==> config.mk <==
export PLATFORM = sky130hd
export DESIGN_NAME = sss_strobe_gen
export DESIGN_NICKNAME = d
export VERILOG_FILES = /design/src/design/sss_pkg.sv /design/src/design/sss_line_seq.sv /design/src/design/sss_strobe_gen.sv
export SDC_FILE = /design/constraint.sdc
export NUM_CORES = 2
export LEC_CHECK = 0
export BUFFER_PORTS_ARGS = -buffer_cell sky130_fd_sc_hd__buf_4
export CAP_MARGIN = 30
export CELL_PAD_IN_SITES_DETAIL_PLACEMENT = 1
export CELL_PAD_IN_SITES_GLOBAL_PLACEMENT = 2
export CORE_MARGIN = 10
export CORE_UTILIZATION = 42
export CTS_BUF_LIST = sky130_fd_sc_hd__clkbuf_4
export CTS_CLUSTER_SIZE = 30
export DETAILED_ROUTE_END_ITERATION = 12
export GPL_TIMING_DRIVEN = 0
export PLACE_DENSITY = 0.95
export REMOVE_ABC_BUFFERS = 1
export SETUP_SLACK_MARGIN = 0.05
export SYNTH_ARGS = -nofsm -noshare
export SYNTH_HDL_FRONTEND = slang
export SYNTH_SLANG_ARGS = --single-unit
==> constraint.sdc <==
create_clock -name CLK_SYS_IN -period 13.6 [get_ports CLK_SYS_IN]
set_input_delay 2.72 -clock CLK_SYS_IN [delete_from_list [all_inputs] [get_ports CLK_SYS_IN]]
set_output_delay 2.72 -clock CLK_SYS_IN [all_outputs]
set_load 0.05 [all_outputs]
==> src/design/sss_pkg.sv <==
// constants, register map and types of the shutter strobe generator
package sss_pkg;
  // sensor timing clock
  localparam int unsigned CLK_MHZ   = 125;
  localparam int unsigned US_CYC    = CLK_MHZ;  // cycles per microsecond
  // line stagger per variant, in microseconds and in cycles (rounded up)
  localparam real         LS_LO_US  = 29.479166;
  localparam real         LS_HI_US  = 36.145833;
  localparam int unsigned LS_LO_CYC = int'($ceil(LS_LO_US * CLK_MHZ));
  localparam int unsigned LS_HI_CYC = int'($ceil(LS_HI_US * CLK_MHZ));
  // lines added to the region height to form the sensor height
  localparam logic [12:0] EXTRA_LINES = 13'h0008;
  // widths
  localparam int unsigned LINE_W = 13;
  localparam int unsigned US_W   = 16;
  localparam int unsigned EXP_W  = 20;
  localparam int unsigned HGT_W  = 12;
  localparam int unsigned PORTS  = 4;
  // register byte offsets
  localparam logic [7:0] OFS_CTRL   = 8'h00;
  localparam logic [7:0] OFS_DELAY  = 8'h04;
  localparam logic [7:0] OFS_DUR    = 8'h08;
  localparam logic [7:0] OFS_EXPO   = 8'h0C;
  localparam logic [7:0] OFS_HEIGHT = 8'h10;
  localparam logic [7:0] OFS_STATUS = 8'h14;
  // control fields
  localparam int unsigned CTRL_EN_BIT   = 0;
  localparam int unsigned CTRL_ROLL_BIT = 1;
  localparam int unsigned CTRL_MODE_BIT = 2;
  localparam int unsigned CTRL_PORT_LSB = 4;
  // status fields
  localparam int unsigned STAT_BUSY_BIT  = 0;
  localparam int unsigned STAT_WIN_BIT   = 1;
  localparam int unsigned STAT_STRB_BIT  = 2;
  localparam int unsigned STAT_NOWIN_BIT = 3;
  localparam int unsigned STAT_CNT_LSB   = 16;
  // reset values
  localparam logic [7:0]  RST_CTRL   = 8'h00;
  localparam logic [15:0] RST_DELAY  = 16'h0000;
  localparam logic [15:0] RST_DUR    = 16'h0064;
  localparam logic [19:0] RST_EXPO   = 20'h02710;
  localparam logic [11:0] RST_HEIGHT = 12'h400;
  // frame phase
  typedef enum logic [1:0] {
    SSS_PH_IDLE = 2'b01,
    SSS_PH_RUN  = 2'b10
  } sss_phase_e;
endpackage

==> src/design/sss_line_seq.sv <==
// steps a line index once per line stagger interval after a start pulse
`timescale 1ns/10ps
module sss_line_seq (
  input  wire logic        clk_in,
  input  wire logic        arst_n_in,
  input  wire logic        go_in,
  input  wire logic [12:0] stagger_in,
  input  wire logic [12:0] lines_in,
  output logic             pulse_out,
  output logic [12:0]      idx_out,
  output logic             busy_out
);
  typedef struct packed {
    logic        busy;
    logic        pulse;
    logic [12:0] cnt;
    logic [12:0] idx;
    logic [12:0] last;
    logic [12:0] stg;
  } sss_seq_s;

  sss_seq_s s_reg;
  sss_seq_s s_next;

  // start line 0 on go, then one line per stagger interval
  always_comb
  begin
    s_next       = s_reg;
    s_next.pulse = 1'b0;
    if (go_in)
    begin
      s_next.pulse = 1'b1;
      s_next.idx   = 13'h0000;
      s_next.cnt   = 13'h0000;
      s_next.last  = lines_in - 13'h0001;
      s_next.stg   = stagger_in;
      s_next.busy  = (lines_in > 13'h0001);
    end
    else if (s_reg.busy)
    begin
      if (s_reg.cnt == s_reg.stg - 13'h0001)
      begin
        s_next.cnt   = 13'h0000;
        s_next.idx   = s_reg.idx + 13'h0001;
        s_next.pulse = 1'b1;
        s_next.busy  = (s_reg.idx + 13'h0001 != s_reg.last);
      end
      else
      begin
        s_next.cnt = s_reg.cnt + 13'h0001;
      end
    end
  end

  // state register
  always_ff @(posedge clk_in or negedge arst_n_in)
  begin
    if (!arst_n_in)
      s_reg <= '0;
    else
      s_reg <= s_next;
  end

  assign pulse_out = s_reg.pulse;
  assign idx_out   = s_reg.idx;
  assign busy_out  = s_reg.busy;

  // checker helper: cycles since the last pulse
  logic [12:0] gap_reg;
  always_ff @(posedge clk_in or negedge arst_n_in)
  begin
    if (!arst_n_in)
      gap_reg <= 13'h0000;
    else if (s_reg.pulse)
      gap_reg <= 13'h0001;
    else
      gap_reg <= gap_reg + 13'h0001;
  end
endmodule

==> src/design/sss_strobe_gen.sv <==
// shutter strobe generator: exposure timing, window and strobe outputs, register slave
//
// Functional notes
// - global shutter starts and ends every line in one cycle per frame.
// - global shutter exposure indication is high exactly over the exposure period.
// - rolling shutter starts top line on trigger, then each line one stagger later.
// - rolling shutter exposes every line for the same configured exposure time.
// - sensor height equals region height plus eight lines.
// - window opens stagger times (height minus one) after the trigger.
// - window stays open exposure minus stagger times (height minus one).
// - no window strobe at all when exposure is not longer than that product.
// - window strobe never outside window; delay and duration only shorten it.
// - window strobe mode drives the strobe on the selected output port.
// - stagger is 29.479166 us on lower variants, 36.145833 us on highest.
// - rolling whole-exposure mode: high from first row start to last row end.
// - rolling whole-exposure mode ignores strobe delay and duration.
// - adjustable modes delay the strobe after capture start by the delay in us.
// - adjustable modes hold the strobe for the duration in us unless cut short.
`timescale 1ns/10ps
module sss_strobe_gen #(
  parameter int unsigned LS_LO_CYC = sss_pkg::LS_LO_CYC,
  parameter int unsigned LS_HI_CYC = sss_pkg::LS_HI_CYC,
  parameter bit          HIGH_RES  = 1'b0
) (
  input  wire logic        CLK_SYS_IN,
  input  wire logic        ARST_N_IN,
  input  wire logic        HSEL_IN,
  input  wire logic [31:0] HADDR_IN,
  input  wire logic [1:0]  HTRANS_IN,
  input  wire logic        HWRITE_IN,
  input  wire logic [2:0]  HSIZE_IN,
  input  wire logic [31:0] HWDATA_IN,
  input  wire logic        HREADY_IN,
  output logic [31:0]      HRDATA_OUT,
  output logic             HREADYOUT_OUT,
  output logic             HRESP_OUT,
  input  wire logic        FRAME_TRIG_IN,
  output logic             STROBE_OUT,
  output logic [3:0]       STROBE_PORT_OUT,
  output logic             EXPO_ACTIVE_OUT,
  output logic             WINDOW_OUT,
  output logic             ALL_LINES_START_OUT,
  output logic             ALL_LINES_END_OUT,
  output logic             LINE_START_OUT,
  output logic [12:0]      LINE_START_IDX_OUT,
  output logic             LINE_END_OUT,
  output logic [12:0]      LINE_END_IDX_OUT,
  output logic             FRAME_BUSY_OUT
);
  // fixed per-variant line stagger in cycles
  localparam logic [12:0] STAGGER = HIGH_RES ? 13'(LS_HI_CYC) : 13'(LS_LO_CYC);

  typedef struct packed {
    logic                wr_pend;
    logic [7:0]          addr;
    logic [31:0]         hrdata;
    logic                en;
    logic                roll_cfg;
    logic                mode_cfg;
    logic [1:0]          port_sel;
    logic [15:0]         delay_us;
    logic [15:0]         dur_us;
    logic [19:0]         expo_us;
    logic [11:0]         height;
    sss_pkg::sss_phase_e phase;
    logic                roll;
    logic                mode_expo;
    logic [31:0]         t;
    logic [31:0]         open_cyc;
    logic [31:0]         exp_cyc;
    logic [31:0]         end_cyc;
    logic [31:0]         dly_cyc;
    logic [31:0]         dend_cyc;
    logic                no_win;
    logic [12:0]         lines;
    logic [15:0]         frames;
    logic                strobe;
    logic [3:0]          ports;
    logic                expo;
    logic                win;
    logic                all_start;
    logic                all_end;
  } sss_state_s;

  sss_state_s s_reg;
  sss_state_s s_next;

  logic        addr_phase;
  logic        go_start;
  logic        go_end;
  logic        run_n;
  logic        pls_n;
  logic [12:0] lines_cfg;
  logic        ls_pulse;
  logic [12:0] ls_idx;
  logic        le_pulse;
  logic [12:0] le_idx;

  // truncating 32-bit product, shared by all timing figures
  function automatic logic [31:0] mul32(input logic [31:0] a, input logic [31:0] b);
    mul32 = 32'(a * b);
  endfunction

  // register read value at a byte offset
  function automatic logic [31:0] rd_word(input sss_state_s r, input logic [7:0] a);
    logic [31:0] w;
    w = 32'h00000000;
    case (a)
      sss_pkg::OFS_CTRL:
      begin
        w[sss_pkg::CTRL_EN_BIT]                          = r.en;
        w[sss_pkg::CTRL_ROLL_BIT]                        = r.roll_cfg;
        w[sss_pkg::CTRL_MODE_BIT]                        = r.mode_cfg;
        w[sss_pkg::CTRL_PORT_LSB +: 2]                   = r.port_sel;
      end
      sss_pkg::OFS_DELAY:  w[15:0] = r.delay_us;
      sss_pkg::OFS_DUR:    w[15:0] = r.dur_us;
      sss_pkg::OFS_EXPO:   w[19:0] = r.expo_us;
      sss_pkg::OFS_HEIGHT: w[11:0] = r.height;
      sss_pkg::OFS_STATUS:
      begin
        w[sss_pkg::STAT_BUSY_BIT]       = (r.phase == sss_pkg::SSS_PH_RUN);
        w[sss_pkg::STAT_WIN_BIT]        = r.win;
        w[sss_pkg::STAT_STRB_BIT]       = r.strobe;
        w[sss_pkg::STAT_NOWIN_BIT]      = r.no_win;
        w[sss_pkg::STAT_CNT_LSB +: 16]  = r.frames;
      end
      default: w = 32'h00000000;
    endcase
    rd_word = w;
  endfunction

  // sensor height from the region height
  assign lines_cfg  = {1'b0, s_reg.height} + sss_pkg::EXTRA_LINES;
  assign addr_phase = HSEL_IN && HREADY_IN && HTRANS_IN[1];

  // bus slave, frame timer and output shaping
  always_comb
  begin
    s_next   = s_reg;
    go_start = 1'b0;
    go_end   = 1'b0;
    // data phase of a write
    if (s_reg.wr_pend)
    begin
      case (s_reg.addr)
        sss_pkg::OFS_CTRL:
        begin
          s_next.en       = HWDATA_IN[sss_pkg::CTRL_EN_BIT];
          s_next.roll_cfg = HWDATA_IN[sss_pkg::CTRL_ROLL_BIT];
          s_next.mode_cfg = HWDATA_IN[sss_pkg::CTRL_MODE_BIT];
          s_next.port_sel = HWDATA_IN[sss_pkg::CTRL_PORT_LSB +: 2];
        end
        sss_pkg::OFS_DELAY:  s_next.delay_us = HWDATA_IN[15:0];
        sss_pkg::OFS_DUR:    s_next.dur_us   = HWDATA_IN[15:0];
        sss_pkg::OFS_EXPO:   s_next.expo_us  = HWDATA_IN[19:0];
        sss_pkg::OFS_HEIGHT: s_next.height   = HWDATA_IN[11:0];
        default: ;
      endcase
    end
    // address phase: remember writes, answer reads with post-write values
    s_next.wr_pend = 1'b0;
    if (addr_phase)
    begin
      s_next.addr    = {HADDR_IN[7:2], 2'b00};
      s_next.wr_pend = HWRITE_IN;
      if (!HWRITE_IN)
        s_next.hrdata = rd_word(s_next, {HADDR_IN[7:2], 2'b00});
    end
    // frame timer
    case (s_reg.phase)
      sss_pkg::SSS_PH_IDLE:
      begin
        if (FRAME_TRIG_IN && s_reg.en)
        begin
          s_next.phase     = sss_pkg::SSS_PH_RUN;
          s_next.t         = 32'h00000000;
          s_next.roll      = s_reg.roll_cfg;
          s_next.mode_expo = s_reg.mode_cfg;
          s_next.lines     = lines_cfg;
          // global: all lines together, so the window offset is zero
          s_next.open_cyc  = s_reg.roll_cfg ? mul32(32'(STAGGER), 32'(lines_cfg - 13'h0001)) : 32'h00000000;
          s_next.exp_cyc   = mul32(32'(s_reg.expo_us), sss_pkg::US_CYC);
          s_next.end_cyc   = s_next.open_cyc + s_next.exp_cyc;
          s_next.dly_cyc   = mul32(32'(s_reg.delay_us), sss_pkg::US_CYC);
          s_next.dend_cyc  = mul32(32'(s_reg.delay_us) + 32'(s_reg.dur_us), sss_pkg::US_CYC);
          s_next.no_win    = !(s_next.exp_cyc > s_next.open_cyc);
          s_next.frames    = s_reg.frames + 16'h0001;
          go_start         = s_reg.roll_cfg;
        end
      end
      sss_pkg::SSS_PH_RUN:
      begin
        s_next.t = s_reg.t + 32'h00000001;
        if (s_reg.t == s_reg.end_cyc)
        begin
          s_next.phase = sss_pkg::SSS_PH_IDLE;
          s_next.t     = s_reg.t;
        end
        // line 0 ends one exposure after it started; others follow at stagger
        go_end = s_reg.roll && (s_reg.t + 32'h00000001 == s_reg.exp_cyc) && (s_reg.t != s_reg.end_cyc);
      end
      default: s_next.phase = sss_pkg::SSS_PH_IDLE;
    endcase
    // outputs follow the timer value being registered
    run_n = (s_next.phase == sss_pkg::SSS_PH_RUN);
    pls_n = run_n && (s_next.t >= s_next.dly_cyc) && (s_next.t < s_next.dend_cyc);
    s_next.expo = run_n && (s_next.t < s_next.end_cyc);
    s_next.win  = run_n && s_next.roll && !s_next.no_win
                  && (s_next.t >= s_next.open_cyc) && (s_next.t < s_next.exp_cyc);
    if (s_next.roll && s_next.mode_expo)
      s_next.strobe = s_next.expo;  // fixed timing, delay/duration unused
    else if (s_next.roll)
      s_next.strobe = s_next.win && pls_n;
    else
      s_next.strobe = s_next.expo && pls_n;  // global adjustable strobe
    s_next.ports     = s_next.strobe ? (4'h1 << s_next.port_sel) : 4'h0;
    s_next.all_start = run_n && !s_next.roll && (s_reg.phase == sss_pkg::SSS_PH_IDLE);
    s_next.all_end   = run_n && !s_next.roll && (s_next.t == s_next.exp_cyc);
  end

  // state register
  always_ff @(posedge CLK_SYS_IN or negedge ARST_N_IN)
  begin
    if (!ARST_N_IN)
    begin
      s_reg          <= '0;
      s_reg.en       <= sss_pkg::RST_CTRL[sss_pkg::CTRL_EN_BIT];
      s_reg.roll_cfg <= sss_pkg::RST_CTRL[sss_pkg::CTRL_ROLL_BIT];
      s_reg.mode_cfg <= sss_pkg::RST_CTRL[sss_pkg::CTRL_MODE_BIT];
      s_reg.port_sel <= sss_pkg::RST_CTRL[sss_pkg::CTRL_PORT_LSB +: 2];
      s_reg.delay_us <= sss_pkg::RST_DELAY;
      s_reg.dur_us   <= sss_pkg::RST_DUR;
      s_reg.expo_us  <= sss_pkg::RST_EXPO;
      s_reg.height   <= sss_pkg::RST_HEIGHT;
      s_reg.phase    <= sss_pkg::SSS_PH_IDLE;
    end
    else
      s_reg <= s_next;
  end

  // line start and line end sequencers for the rolling shutter
  sss_line_seq u_start_seq (
    .clk_in     (CLK_SYS_IN),
    .arst_n_in  (ARST_N_IN),
    .go_in      (go_start),
    .stagger_in (STAGGER),
    .lines_in   (lines_cfg),
    .pulse_out  (ls_pulse),
    .idx_out    (ls_idx),
    .busy_out   ()
  );

  sss_line_seq u_end_seq (
    .clk_in     (CLK_SYS_IN),
    .arst_n_in  (ARST_N_IN),
    .go_in      (go_end),
    .stagger_in (STAGGER),
    .lines_in   (s_reg.lines),
    .pulse_out  (le_pulse),
    .idx_out    (le_idx),
    .busy_out   ()
  );

  // port drive
  assign HRDATA_OUT          = s_reg.hrdata;
  assign HREADYOUT_OUT       = 1'b1;
  assign HRESP_OUT           = 1'b0;
  assign STROBE_OUT          = s_reg.strobe;
  assign STROBE_PORT_OUT     = s_reg.ports;
  assign EXPO_ACTIVE_OUT     = s_reg.expo;
  assign WINDOW_OUT          = s_reg.win;
  assign ALL_LINES_START_OUT = s_reg.all_start;
  assign ALL_LINES_END_OUT   = s_reg.all_end;
  assign LINE_START_OUT      = ls_pulse;
  assign LINE_START_IDX_OUT  = ls_idx;
  assign LINE_END_OUT        = le_pulse;
  assign LINE_END_IDX_OUT    = le_idx;
  assign FRAME_BUSY_OUT      = (s_reg.phase == sss_pkg::SSS_PH_RUN);
endmodule

After elaboration in Yosys (flattened, before gate mapping)
Cells that the tools add are included. W data, S select, Z words.

Logic and storage cells: 159. Output and inout port bits: 72. Register bits after elaboration: 427.

Bitwise operators: 1. Add/sub/neg operators: 14. Equality and inequality tests: 20. Multipliers: 4. Muxes and demuxes: 39. Order comparisons: 8. Shift-type cells: 1. Reduce and logical (&&, ||, !) cells: 31.

Operators with widths (count): $mux W226 (1); $mux W190 (1); $mux W28 (4); $eq A32 B32 Y1 (3); $lt A32 B32 Y1 (3); $mux W32 (3); $mux W69 (1); $ge A32 B32 Y1 (2); $pmux W32 S2 (1); $add A13 B1 Y13 const B (4); $mux W13 (4); $mux W41 (1); $add A32 B1 Y32 const B (1); $add A32 B27 Y32 (1); $gt A27 B32 Y1 (1); $mux W16 (2); $ne A32 B32 Y1 (1); $mul A13 B14 Y27 const A (1); $mul A20 B7 Y27 const B (1); $eq A13 B13 Y1 (2); $gt A13 B1 Y1 const B (2); $ne A13 B13 Y1 (2); $sub A12 B1 Y13 const B (2); $sub A13 B1 Y13 const B (2); 32 further kinds (72).

Depth between registers and ports, before layout
Depth in word-level cells: 17. Mapped depth: 50. Mapped depth without buffers: 50.

Modules after synthesis
From an unflattened synthesis, not the netlist that was laid out.

Cell total of the unflattened synthesis: 4499. Area total of the unflattened synthesis: 41935.2 µm².

Modules (own cells, without submodules): sss_strobe_gen (times used 1, area each 33940.1 µm², cells each 3613); sss_line_seq (times used 2, area each 3997.6 µm², cells each 443).

Worst setup path after synthesis
OpenSTA, ideal clock, no wires.

Path type: flip-flop to flip-flop. Start point: register s_reg[238] (netlist name). End point: register s_reg (netlist bit STROBE_PORT_OUT[2]). Library setup time: 0.087 ns. Path buffers: 1. Cell stages (with the launch flop): 48. Data required time: 13.513 ns. Setup slack: 3.791 ns. Arrival: 9.722 ns. Cells stage by stage: dfrtp_1 -> ha_1 -> buf_2 -> or3_1 -> a21oi_1 -> o21ai_1 -> o31ai_1 -> inv_1 -> a21oi_1 -> xnor2_1 -> ha_1 -> ha_1 -> inv_1 -> fa_1 -> inv_1 -> fa_1 -> inv_1 -> fa_1 -> [... 12 more ...] -> nand2_1 -> nor2_1 -> o311ai_0 -> a31o_2 -> a21oi_1 -> nand2_1 -> o211a_1 -> ha_1 -> nand4_1 -> nor2_1 -> and3_1 -> and3_1 -> a221o_1 -> a211oi_1 -> o221ai_1 -> a21oi_1 -> a21oi_1 -> nor3_1.

RTL lines: start, declared (RTL line sss_strobe_gen.sv:85) `sss_state_s s_reg;`; start signal, assigned (RTL line sss_strobe_gen.sv:239) `s_reg <= s_next;`.

==> impl_metrics.tcl <==
set metrics [dict create \
    cts_tree "built" \
    cts_root_buf "clkbuf_4" \
    synthToLayoutAreaGrowth_pct 9.55 \
    switching_power_w 0.00537 \
    worstPathMaxFanout 9 \
    grt_pass1_wl_um 191000 \
    leakagePower_nw 21.6 \
    clock.fmax_ghz 0.0809 \
    cp.arrival_ns 13.26 \
    clk_pin_slew_worst_paths_ns 0.07 \
    first_iter_violations 1943 \
    hpwl_um 94300 \
    comb_power_share_pct 74.8 \
    stdcell_count 5691 \
    crit_top_cell "ha_1" \
    peakVddDrop_mv 0.359 \
    drive_gt1_share_pct 11.4 \
    syn_area_um2 39200 \
    htree_levels 3 \
    sequentialPowerShare_pct 13.2 \
    relSlewSlack_pct 31.1 \
    cts_buffer_depth 3 \
    power_density_nw_per_um2 243 \
    firstDrtPassIters 5 \
    ys_types 91 \
    cp_slowest_cell "dfrtp_1" \
    finalClockSkew_ns 0.113 \
    worst_skew_pair.late_latency_ns 1.01 \
    status "completed" \
    syn_area_per_cell_um2 9.21 \
    drv_slew 0 \
    synth_largest_area_cell "dfrtp_1" \
    layout_setup_ws_ns 1.24 \
    synth_warnings 0 \
    largest_register_ffs 302 \
    ios 147 \
    tightest_slew_ns 1.02 \
    cp_slowest_stage_delay_ns 0.64 \
    p_total_w 0.0104 \
    grt_pass1_vias 34400 \
    routed_wl_um 118000 \
    fin_nets 5145 \
    maxCapViolCount 0 \
    start_util_pct 42.6 \
    finalCriticalPeriod_ns 12.36 \
    required_ns 14.50 \
    synth-main-ff-cell "dfrtp_1" \
    coreArea_um2 92100 \
    vias 31500 \
    routabilityCongestion 0.886 \
    pre_cts_slack_ns 0.887 \
    synth_seq_cells 427 \
    hold_class "reg -> reg" \
    fp-row-count 111 \
    switching_share_pct 51.4 \
    critical_path_class "reg -> reg" \
    cts_buffers 119 \
    synthArstFlopShare_pct 100 \
    wl_per_cell_um 20.8 \
    grt_remaining_overflow 0 \
    synth_cells 4254 \
    cts.sinks 427 \
    synthTopCellsByArea "dfrtp_1 27%, ha_1 16%, fa_1 12%" \
    dp.cells 5466 \
    grt_start_max_net_pins 119 \
    fp.dieArea_um2 106000 \
    remaining_drc_errors 0 \
    fillers 10700 \
    hold_viol_final 0 \
    ys_seq_area_share_pct 27.3 \
    io_buffer_count 102 \
    die_x_um 325 \
    rsz0062_at_grt "no" \
    die_h_um 325 \
    tns_ns 0 \
    synth_edf_count 0 \
    grt_antenna_before_repair 9 \
    setup_viol 0 \
    critPathLaunchType "register" \
    intPower_w 0.00508 \
    grtUsageTotal_pct 22.3 \
    ant_nets 0 \
    yosysTopAreaCellShare_pct 26.6 \
    power_frac_clock_pct 12.1 \
    holdBufCountCts 0 \
    fin_crit_sh_pct 90.9 \
    routed_via_density 5.54 \
    endpoint_kind "register" \
]
-- cell usage after synthesis (all sizes together), types with 18 or more instances --
master,number
a211oi,22
a21o,97
a21oi,188
a31oi,48
and2,27
and3,45
buf,102
clkbuf,91
dfrtp,417
fa,232
ha,494
inv,463
mux2,87
mux2i,42
nand2,514
nand2b,39
nand3,93
nand4,70
nor2,221
nor2b,32
nor3,52
nor4,35
o211ai,21
o21a,57
o21ai,200
o21bai,18
o31ai,27
xnor2,214
xor2,108
-- layer usage --
metal,routed length [um],global-route usage [%],vias up
li1,-,-,14700
met1,49100,27.2,15900
met3,6070,3.75,244
met2,57900,38.5,715
met4,5340,9.62,2
met5,16,0,-
-- cells by family (layout without fill, tap and decap cells) --
kind of cell	after synthesis	count (layout)	share of synthesized area (%)
adder cells (fa/ha/maj)	726	726	27.6
multiplexers	129	129	3.57
buffers and inverters	657	844	7.02
AND/OR/NAND/NOR	1192	1192	14.3
flip-flops	427	427	27.3
other	2	9	0.0192
AO/OA/AOI/OAI	799	799	13.0
XOR/XNOR	322	322	7.21
-- final timing paths --
kind,start,endpoint,slack (ns),depth (start not counted)
min in group asynchronous,ARST_N_IN,u_start_seq.s_reg[48]$_DFFE_PN0P_,1.71,1
max in group asynchronous,ARST_N_IN,s_reg[68]$_DFF_PN0_,10.55,3
worst min register to register,s_reg[59]$_DFF_PN0_,s_reg[59]$_DFF_PN0_,0.46,2
worst max-delay path,s_reg[238]$_DFF_PN0_,STROBE_PORT_OUT[2]$_DFF_PN0_,1.24,44
worst max register to register,s_reg[238]$_DFF_PN0_,STROBE_PORT_OUT[2]$_DFF_PN0_,1.24,44
worst min-delay path,s_reg[59]$_DFF_PN0_,s_reg[59]$_DFF_PN0_,0.46,2
-- layout by cell type (no fill, tap or decap), types with 12 or more instances in the layout --
master	instances
a211o_1	12
a211oi_1	22
a21boi_0	14
a21o_1	97
a21oi_1	187
a31oi_1	46
and2_1	25
and3_1	45
buf_4	132
clkbuf_4	189
clkinv_1	19
dfrtp_1	417
fa_1	232
ha_1	494
inv_1	462
mux2_2	79
mux2i_1	42
nand2_1	514
nand2b_1	39
nand3_1	90
nand4_1	69
nor2_1	215
nor2b_1	32
nor3_1	49
nor4_1	31
o211ai_1	21
o21a_1	57
o21ai_0	198
o21bai_1	18
o31ai_1	22
or2_2	16
or3_1	13
xnor2_1	214
xor2_1	107
-- stage by stage --
step / area [um2] / hold WS [ns] / util (%)
final: 42900 / 0.456 / 46.6
after global routing: 42900 / 0.496 / 46.6
after CTS: 42900 / 0.465 / 46.6
after detailed placement: 41300 / 0.451 / 44.9
after global placement: 40500 / 0.438 / 44.0
after floorplan: 38200 / 0.426 / -
-- power by group through the flow --
stage | sequential (W) | combinational, W | clock [W]
after floorplan | 0.00138 | 0.00573 | 0
after global placement | 0.00140 | 0.00750 | 0
after detailed placement | 0.00140 | 0.00776 | 0
after CTS | 0.00137 | 0.00784 | 0.00130
after global routing | 0.00138 | 0.00887 | 0.00137
final | 0.00137 | 0.00781 | 0.00126
-- worst max-delay path: cells and delay by family (launching register included) --
family          cells  cell delay [ns]
flops               1             0.64
simple gates       11             2.19
compound gates     18             5.18
buf+inv             4             0.24
fa+ha+maj           8             3.22
xor+xnor            3             0.80
-- cell type report --
cell class | instances | area (um2) | share of cell area, %
diodes | 7 | 17.5 | 0.0408
clock buffers | 189 | 1420 | 3.30
clock inverters | 29 | 165 | 0.385
inverters | 464 | 1740 | 4.06
multi-input cells | 3170 | 25800 | 60.2
flip-flops and latches | 427 | 10700 | 24.9
well taps | 1243 | 1560 | 3.62
repair buffers | 162 | 1500 | 3.50
-- what timing repair did --
| action | 4_1_cts | 5_1_grt |
|---|---|---|
| setup endpoints to repair | 0 | 5 |
| buffers inserted | 0 | 0 |
| gates resized for setup | 0 | 2 |
Note: power is estimated with default switching activity, not from simulation.
